[src/dma_share_pkg.sv]
/*
 * Constants shared by the memory share and fetch guard and its write buffer.
 * Assumes an APB master with 32-bit data and a single 40 MHz clock.
 */
// Function
// - Same sharing scheme for program and data memory ports.
// - Data idle indication asserted only with both write buffers drained.
// - Separate X and Y write buffer full indications are provided.
// - Idle indications mean the port is unused by the core next cycle.
// - External fetch of a program-to-data move raises the protection flag.
// - During a wait state every core output holds its value.
package dma_share_pkg;
    // ============================================================
    // Register map
    localparam int APB_AW = 8;
    localparam logic [APB_AW-1:0] OFS_CTRL = 8'h00;
    localparam logic [APB_AW-1:0] OFS_STATUS = 8'h04;
    localparam int CTRL_STEAL_BIT = 0;
    localparam int CTRL_PROT_BIT = 1;
    localparam logic CTRL_STEAL_RESET = 1'h1;
    localparam logic CTRL_PROT_RESET = 1'h1;
    localparam int ST_XFULL_BIT = 0;
    localparam int ST_YFULL_BIT = 1;
    localparam int ST_XEMPTY_BIT = 2;
    localparam int ST_YEMPTY_BIT = 3;
    localparam int ST_DIDLE_BIT = 4;
    localparam int ST_PIDLE_BIT = 5;
    localparam int ST_PROT_BIT = 6;
    localparam logic [31:0] RDATA_RESET = 32'h0000_0000;

    // ============================================================
    // Memory port shape
    localparam int MEM_AW = 16;
    localparam int MEM_DW = 16;
    localparam int WBUF_DEPTH = 2;
endpackage

[src/dma_share_guard.sv]
/*
 * Core-side support for DMA memory sharing and program read protection:
 * X/Y posted write buffers, next-cycle idle indications, protection flag,
 * wait-state hold, and an APB register pair for control and status.
 * Assumes outside glue multiplexes memory signals and halts the core via waitState.
 */
// Chosen here: the APB register port and the placing of the registers.
`timescale 1ns/100ps
module dma_share_guard
    import dma_share_pkg::*;
#(
    parameter int DEPTH = WBUF_DEPTH
) (
    // Clock and reset
    input wire logic clk,
    input wire logic arst_n,
    // APB slave
    input wire logic psel,
    input wire logic penable,
    input wire logic pwrite,
    input wire logic [APB_AW-1:0] paddr,
    input wire logic [31:0] pwdata,
    output logic [31:0] prdata,
    output logic pready,
    output logic pslverr,
    // Core pipeline requests
    input wire logic dataAccessNext,
    input wire logic progAccessNext,
    input wire logic xWrReq,
    input wire logic [MEM_AW-1:0] xWrAddr,
    input wire logic [MEM_DW-1:0] xWrData,
    input wire logic yWrReq,
    input wire logic [MEM_AW-1:0] yWrAddr,
    input wire logic [MEM_DW-1:0] yWrData,
    // Glue controls
    input wire logic waitState,
    input wire logic fetchFromExternal,
    input wire logic fetchIsMovp,
    // X and Y memory write ports
    output logic xMemWe,
    output logic [MEM_AW-1:0] xMemAddr,
    output logic [MEM_DW-1:0] xMemData,
    output logic yMemWe,
    output logic [MEM_AW-1:0] yMemAddr,
    output logic [MEM_DW-1:0] yMemData,
    // Indications toward DMA and glue
    output logic dataMemIdleNext,
    output logic progMemIdleNext,
    output logic xMemWbufFull,
    output logic yMemWbufFull,
    output logic protectedCopyFlag
);
    localparam int WW = MEM_AW + MEM_DW;

    typedef struct packed {
        logic stealEn;
        logic protEn;
        logic [31:0] rdata;
        logic dataRead;
        logic dataIdle;
        logic progIdle;
        logic protFlag;
        logic xWe;
        logic [WW-1:0] xWord;
        logic yWe;
        logic [WW-1:0] yWord;
    } guard_state_t;

    guard_state_t st_r;
    guard_state_t st_nxt;
    logic xPopValid;
    logic yPopValid;
    logic [WW-1:0] xHead;
    logic [WW-1:0] yHead;
    logic xEmpty;
    logic yEmpty;
    logic xPush;
    logic yPush;
    logic xPop;
    logic yPop;
    logic drainOk;
    logic setupPhase;
    logic accessPhase;
    logic addrHit;
    logic [31:0] statusWord;

    // ============================================================
    // Write buffers, one per data memory
    // Drain only while the core is running, not reading, and no DMA cycle is granted
    assign drainOk = !waitState && !st_r.dataRead && !st_r.dataIdle;
    assign xPush = xWrReq && !waitState;
    assign yPush = yWrReq && !waitState;
    assign xPop = drainOk && xPopValid;
    assign yPop = drainOk && yPopValid;

    write_buffer #(.WIDTH(WW), .DEPTH(DEPTH)) xBuf (
        .clk(clk),
        .arst_n(arst_n),
        .pushValid(xPush),
        .pushData({xWrAddr, xWrData}),
        .pushReady(),
        .popTake(xPop),
        .popValid(xPopValid),
        .popData(xHead),
        .full(xMemWbufFull),
        .empty(xEmpty)
    );

    write_buffer #(.WIDTH(WW), .DEPTH(DEPTH)) yBuf (
        .clk(clk),
        .arst_n(arst_n),
        .pushValid(yPush),
        .pushData({yWrAddr, yWrData}),
        .pushReady(),
        .popTake(yPop),
        .popValid(yPopValid),
        .popData(yHead),
        .full(yMemWbufFull),
        .empty(yEmpty)
    );

    // ============================================================
    // APB decode
    assign setupPhase = psel && !penable;
    assign accessPhase = psel && penable;
    assign addrHit = (paddr == OFS_CTRL) || (paddr == OFS_STATUS);
    assign pready = 1'b1;
    assign pslverr = accessPhase && !addrHit;
    assign prdata = st_r.rdata;

    always_comb begin
        statusWord = '0;
        statusWord[ST_XFULL_BIT] = xMemWbufFull;
        statusWord[ST_YFULL_BIT] = yMemWbufFull;
        statusWord[ST_XEMPTY_BIT] = xEmpty;
        statusWord[ST_YEMPTY_BIT] = yEmpty;
        statusWord[ST_DIDLE_BIT] = st_r.dataIdle;
        statusWord[ST_PIDLE_BIT] = st_r.progIdle;
        statusWord[ST_PROT_BIT] = st_r.protFlag;
    end

    // ============================================================
    // Next state
    always_comb begin
        st_nxt = st_r;
        if (setupPhase && !pwrite) begin
            st_nxt.rdata = '0;
            if (paddr == OFS_CTRL) begin
                st_nxt.rdata[CTRL_STEAL_BIT] = st_r.stealEn;
                st_nxt.rdata[CTRL_PROT_BIT] = st_r.protEn;
            end else if (paddr == OFS_STATUS) begin
                st_nxt.rdata = statusWord;
            end
        end
        if (accessPhase && pwrite && (paddr == OFS_CTRL)) begin
            st_nxt.stealEn = pwdata[CTRL_STEAL_BIT];
            st_nxt.protEn = pwdata[CTRL_PROT_BIT];
        end
        // Core-facing state freezes for the whole wait state
        if (!waitState) begin
            st_nxt.dataRead = dataAccessNext;
            // Idle only if both buffers are empty now and no write is posted this cycle
            st_nxt.dataIdle = st_r.stealEn && !dataAccessNext && xEmpty && yEmpty
                && !xWrReq && !yWrReq;
            st_nxt.progIdle = st_r.stealEn && !progAccessNext;
            st_nxt.protFlag = st_r.protEn && fetchFromExternal && fetchIsMovp;
            st_nxt.xWe = xPop;
            st_nxt.yWe = yPop;
            if (xPop) begin
                st_nxt.xWord = xHead;
            end
            if (yPop) begin
                st_nxt.yWord = yHead;
            end
        end
    end

    always_ff @(posedge clk or negedge arst_n) begin
        if (!arst_n) begin
            st_r <= '{stealEn: CTRL_STEAL_RESET, protEn: CTRL_PROT_RESET, rdata: RDATA_RESET, default: '0};
        end else begin
            st_r <= st_nxt;
        end
    end

    // ============================================================
    // Outputs
    assign dataMemIdleNext = st_r.dataIdle;
    assign progMemIdleNext = st_r.progIdle;
    assign protectedCopyFlag = st_r.protFlag;
    assign xMemWe = st_r.xWe;
    assign xMemAddr = st_r.xWord[WW-1:MEM_DW];
    assign xMemData = st_r.xWord[MEM_DW-1:0];
    assign yMemWe = st_r.yWe;
    assign yMemAddr = st_r.yWord[WW-1:MEM_DW];
    assign yMemData = st_r.yWord[MEM_DW-1:0];

    // ============================================================
    // Checks
    AST_IDLE_DRAINED: assert property (@(posedge clk) disable iff (!arst_n)
        dataMemIdleNext |-> (xEmpty && yEmpty && !xMemWe && !yMemWe))
        else $error("data idle raised with write buffer not drained");
    AST_IDLE_AFTER_POST: assert property (@(posedge clk) disable iff (!arst_n)
        (!waitState && (xWrReq || yWrReq)) |=> !dataMemIdleNext)
        else $error("data idle raised right after a posted write");
    AST_DATA_BUSY: assert property (@(posedge clk) disable iff (!arst_n)
        (!waitState && dataAccessNext) |=> !dataMemIdleNext)
        else $error("data idle raised while core accesses next cycle");
    AST_PROG_IDLE: assert property (@(posedge clk) disable iff (!arst_n)
        (!waitState && st_r.stealEn && !progAccessNext) |=> progMemIdleNext)
        else $error("program idle missing when core skips program port");
    AST_PROG_BUSY: assert property (@(posedge clk) disable iff (!arst_n)
        (!waitState && progAccessNext) |=> !progMemIdleNext)
        else $error("program idle raised while core fetches next cycle");
    AST_PROT_SET: assert property (@(posedge clk) disable iff (!arst_n)
        (!waitState && st_r.protEn && fetchFromExternal && fetchIsMovp) |=> protectedCopyFlag)
        else $error("protection flag missing on external program-to-data move");
    AST_PROT_CLEAR: assert property (@(posedge clk) disable iff (!arst_n)
        (!waitState && !fetchFromExternal) |=> !protectedCopyFlag)
        else $error("protection flag raised without external fetch");
    AST_WAIT_HOLD: assert property (@(posedge clk) disable iff (!arst_n)
        waitState |=> ($stable(dataMemIdleNext) && $stable(progMemIdleNext) && $stable(protectedCopyFlag)
            && $stable(xMemWe) && $stable(yMemWe) && $stable(xMemAddr) && $stable(xMemData)
            && $stable(yMemAddr) && $stable(yMemData)))
        else $error("core output changed during a wait state");
    AST_NO_WRITE_IN_DMA: assert property (@(posedge clk) disable iff (!arst_n)
        (!waitState && dataMemIdleNext) |=> (!xMemWe && !yMemWe))
        else $error("core write issued in a granted DMA cycle");
endmodule

[src/write_buffer.sv]
/*
 * Small write buffer holding posted core writes for one data memory.
 * Assumes the caller pops only while not empty and gates both sides in wait states.
 */
`timescale 1ns/100ps
module write_buffer
    import dma_share_pkg::*;
#(
    parameter int WIDTH = MEM_AW + MEM_DW,
    parameter int DEPTH = WBUF_DEPTH
) (
    // Clock and reset
    input wire logic clk,
    input wire logic arst_n,
    // Fill side
    input wire logic pushValid,
    input wire logic [WIDTH-1:0] pushData,
    output logic pushReady,
    // Drain side
    input wire logic popTake,
    output logic popValid,
    output logic [WIDTH-1:0] popData,
    // Levels
    output logic full,
    output logic empty
);
    localparam int PW = (DEPTH > 1) ? $clog2(DEPTH) : 1;
    localparam int CW = $clog2(DEPTH + 1);
    localparam logic [CW-1:0] FULL_COUNT = CW'(DEPTH);

    typedef struct packed {
        logic [PW-1:0] wrPtr;
        logic [PW-1:0] rdPtr;
        logic [CW-1:0] count;
    } wb_state_t;

    wb_state_t st_r;
    wb_state_t st_nxt;
    logic [WIDTH-1:0] mem [DEPTH];
    logic doPush;
    logic doPop;

    function automatic logic [PW-1:0] nextPtr(input logic [PW-1:0] p);
        if (p == PW'(DEPTH - 1)) begin
            return '0;
        end
        return p + PW'(1);
    endfunction

    assign full = (st_r.count == FULL_COUNT);
    assign empty = (st_r.count == '0);
    assign pushReady = !full;
    assign popValid = !empty;
    assign popData = mem[st_r.rdPtr];
    assign doPush = pushValid && !full;
    assign doPop = popTake && !empty;

    always_comb begin
        st_nxt = st_r;
        if (doPush) begin
            st_nxt.wrPtr = nextPtr(st_r.wrPtr);
        end
        if (doPop) begin
            st_nxt.rdPtr = nextPtr(st_r.rdPtr);
        end
        if (doPush && !doPop) begin
            st_nxt.count = st_r.count + CW'(1);
        end else if (doPop && !doPush) begin
            st_nxt.count = st_r.count - CW'(1);
        end
    end

    always_ff @(posedge clk or negedge arst_n) begin
        if (!arst_n) begin
            st_r <= '0;
        end else begin
            st_r <= st_nxt;
        end
    end

    always_ff @(posedge clk) begin
        if (doPush) begin
            mem[st_r.wrPtr] <= pushData;
        end
    end

    AST_WB_FULL_REFUSE: assert property (@(posedge clk) disable iff (!arst_n)
        (full && pushValid && !popTake) |=> (full && $stable(st_r.wrPtr)))
        else $error("write buffer accepted a push while full");
    AST_WB_POP_COUNT: assert property (@(posedge clk) disable iff (!arst_n)
        (popTake && !empty && !pushValid) |=> (st_r.count == $past(st_r.count) - CW'(1)))
        else $error("write buffer count did not drop on pop");
endmodule

[config.mk]
export PLATFORM = sky130hd
export DESIGN_NAME = dma_share_guard
export DESIGN_NICKNAME = d
export VERILOG_FILES = /design/src/dma_share_pkg.sv /design/src/dma_share_guard.sv /design/src/write_buffer.sv
export SDC_FILE = /design/constraint.sdc
export NUM_CORES = 1
export LEC_CHECK = 0
export BUFFER_PORTS_ARGS = -buffer_cell sky130_fd_sc_hd__clkbuf_2
export CELL_PAD_IN_SITES_DETAIL_PLACEMENT = 1
export CELL_PAD_IN_SITES_GLOBAL_PLACEMENT = 1
export CORE_MARGIN = 3
export CORE_UTILIZATION = 47
export CTS_CLUSTER_DIAMETER = 80
export DETAILED_ROUTE_END_ITERATION = 7
export MAX_ROUTING_LAYER = met4
export PLACE_DENSITY_LB_ADDON = 0.1
export SLEW_MARGIN = 30
export SYNTH_ARGS = -nofsm -noshare
export SYNTH_HDL_FRONTEND = slang
export SYNTH_SLANG_ARGS = --single-unit
[constraint.sdc]
create_clock -name clk -period 6.35 [get_ports clk]
set_input_delay 0.3175 -clock clk [delete_from_list [all_inputs] [get_ports clk]]
set_output_delay 0.3175 -clock clk [all_outputs]
set_load 0.02 [all_outputs]
==> impl_metrics.env <==
export IMPL_ys_top_cells_by_count="edfxtp_1, mux2_2, buf_4"
export IMPL_placement_io_buffers=164
export IMPL_hold_ws_ns=0.0212
export IMPL_htreeDepth=1
export IMPL_layout_cells_non_filler=895
export IMPL_grt_usage_pct=16.7
export IMPL_drive_above_1_share_pct=50.4
export IMPL_routabilityCongestion=0.763
export IMPL_dr_first_iter_drc_count=131
export IMPL_p_leak_nw=4.09
export IMPL_die_y_um=143
export IMPL_power_density_nw_per_um2=453
export IMPL_async_flop_share_pct=40.5
export IMPL_die_area_um2=20400
export IMPL_post_route_min_period_ns=2.29
export IMPL_tightest_slew_ns=0.890
export IMPL_finalMaxSlewViolations=0
export IMPL_synthTopCellsByArea="edfxtp_1, dfrtp_1, mux2_2, buf_4, xor2_1"
export IMPL_synthDistinctLibCells=32
export IMPL_fill_cells=1756
export IMPL_worstPathArrival_ns=2.40
export IMPL_worstSkewPairLatency_ns=0.49
export IMPL_core_area_um2=18200
export IMPL_cts_tree="done"
export IMPL_finalCritPeriodShare_pct=36.0
export IMPL_slowest_delay_ns=0.83
export IMPL_endpoint_kind="flip-flop"
export IMPL_worstPathMaxFanout=32
export IMPL_cp_cell_sequence="nor2b_1, nor3b_1, and2_2"
export IMPL_skew_ns=0.00533
export IMPL_cts_setup_buffers=0
export IMPL_synth_main_ff_cell="edfxtp_1"
export IMPL_nets=767
export IMPL_synth_enable_flop_cells=128
export IMPL_design_area_um2=10100
export IMPL_cpMaxStageDelayCell="and2_2"
export IMPL_clock_path_buffers=3
export IMPL_numCtsBuffers=23
export IMPL_relSlewSlack_pct=40.7
export IMPL_rsz0062_at_grt="false"
export IMPL_crit_buf_inv=0
export IMPL_cts_root_buf="clkbuf_16"
export IMPL_antenna_found_initial=1
export IMPL_syn2layout_area_growth_pct=14.4
export IMPL_yosysMostFrequentCell="edfxtp_1"
export IMPL_hold_viol_final=0
export IMPL_wire_per_inst_um=18.6
export IMPL_setup_viol_count_final=0
export IMPL_synth_warnings=0
export IMPL_place_area_um2=9280
export IMPL_irDropWorstVdd_mv=0.287
export IMPL_cts_sink_count=215
export IMPL_drc=0
export IMPL_max_freq_mhz=437
export IMPL_path_delay_family="simple AND/OR/NAND/NOR gates"
export IMPL_seq_area_frac_synth_pct=68.4
export IMPL_dr_pass1_iters=4
export IMPL_required_ns=6.46
export IMPL_ant_nets=0
export IMPL_vias_per_cell=4.93
export IMPL_hold_path_class="input port to flip-flop"
export IMPL_dp_hpwl_um=11100
export IMPL_p_total_mw=4.56
export IMPL_synth_cells=531
export IMPL_start_util_pct=48.3
export IMPL_grt_pass1_wl_um=26200
export IMPL_grt_ovfl_total=0
export IMPL_status="finished, final reports clean"
export IMPL_cap_violations=0
export IMPL_synth_seq_cells=215
export IMPL_cp_start_kind="flip-flop"
export IMPL_synth_avg_cell_area_um2=16.6
export IMPL_synth_largest_area_cell="edfxtp_1"
export IMPL_die_w_um=143
export IMPL_grt_pass1_vias=4856
export IMPL_grt_max_degree=54
export IMPL_cts_resized=0
export IMPL_drt_wl_total_um=16700
export IMPL_clk_pin_slew_ns=0.06
export IMPL_route_vias_total=4415
export IMPL_synth_top_area_share_pct=43.7
export IMPL_io_pins=221
export IMPL_synth_area_um2=8800
export IMPL_finalSetupTns_ns=0
export IMPL_placementRows=49
export IMPL_dp_cells=842
export IMPL_criticalPathCategory="flip-flop to flip-flop"
==> routing by layer <==
layer | vias to the layer above | part of all wire [%] | track usage, % | wire length [um]
li1 | 2033 | - | - | -
met5 | - | 0 | - | 0
met2 | 133 | 51 | 28.6 | 8440
met4 | 0 | 2.0 | 3.65 | 328
met1 | 2220 | 41 | 20.0 | 6850
met3 | 29 | 6.3 | 4.39 | 1060
==> power breakdown <==
part | total, mW | switching [mW] | internal, mW
registers | 2.02 | 0.176 | 1.85
logic | 1.32 | 0.739 | 0.583
clock network | 1.21 | 0.500 | 0.715
total | 4.56 | 1.42 | 3.14
==> final cells by class <==
class	count	area [um2]	area share, %
Clock inverter	4	16.3	0.161
Sequential cell	215	6020	59.8
Tap cell	229	287	2.84
Clock buffer	37	668	6.63
Multi-Input combinational cell	225	2040	20.3
Antenna cell	1	2.50	0.0248
Timing Repair Buffer	182	1030	10.2
Inverter	2	7.51	0.0745
==> registers in the layout, summed over array words and instances, names as in the netlist, 3 cells and up <==
name and flops:
xMemAddr 16, xBuf.mem 64, yBuf.mem 64, xBuf.st_r 4, yMemData 16, yMemAddr 16
yBuf.st_r 4, xMemData 16, prdata 7, st_r 3
==> per-stage QoR <==
| step | setup WS [ns] | util [%] |
|---|---|---|
| CTS | 3.99 | 55.2 |
| finish | 4.06 | 55.3 |
| global route | 3.86 | 55.3 |
| detailed placement | 3.95 | 50.9 |
| floorplan | 3.44 | - |
| global placement | 3.91 | 50.6 |
==> logic make-up (layout without fill, tap and decap cells) <==
family,count (synthesis),count (layout),share of synthesized area (%)
mux,133,133,17.0
simple gates,42,42,2.83
fa+ha+maj,2,2,0.284
compound gates,12,12,0.796
other cells,2,27,0.0853
flops,215,215,68.4
xor+xnor,10,10,0.995
buf+inv,115,225,9.58
==> worst reg2reg max path: stages (launching register included) <==
cell and delay, ns:
dfrtp_1 0.40, nor2b_1 0.17, nor3b_1 0.50, and2_2 0.83
==> path summary, 6_finish.rpt <==
| check | to | cells after the start | slack, ns | from |
|---|---|---|---|---|
| max | yBuf.mem[1][30] | 3 | 4.06 | yBuf.st_r[1] |
| min | xBuf.mem[0][7] | 1 | 0.02 | xWrData[7] |
| max reg2reg | yBuf.mem[1][30] | 3 | 4.06 | yBuf.st_r[1] |
| min reg2reg | xMemWe | 1 | 0.48 | xMemWe |
| max in group asynchronous | xMemAddr[8] | 3 | 4.88 | arst_n |
| min in group asynchronous | xMemData[15] | 2 | 0.34 | arst_n |
==> placed cells by master, fill, tap and decap left out, types with 3 or more instances in the layout <==
| master | instances |
|---|---|
| conb_1 | 26 |
| clkinv_1 | 3 |
| nand3_1 | 4 |
| dlygate4sd3_1 | 11 |
| clkbuf_1 | 10 |
| clkbuf_8 | 4 |
| o21ai_0 | 8 |
| nand2_1 | 16 |
| dfrtp_1 | 85 |
| xor2_1 | 8 |
| mux2_1 | 4 |
| nor2_1 | 4 |
| edfxtp_1 | 128 |
| clkbuf_16 | 23 |
| clkbuf_2 | 163 |
| nor3b_1 | 3 |
| buf_4 | 6 |
| mux2_2 | 127 |
==> repair_timing <==
item / 4_1_cts / 5_1_grt
hold buffers: 10 / 1
endpoints found under the setup margin: 0 / 0
endpoints found under the hold margin: 51 / 2
(Power assumes the default switching activity.)
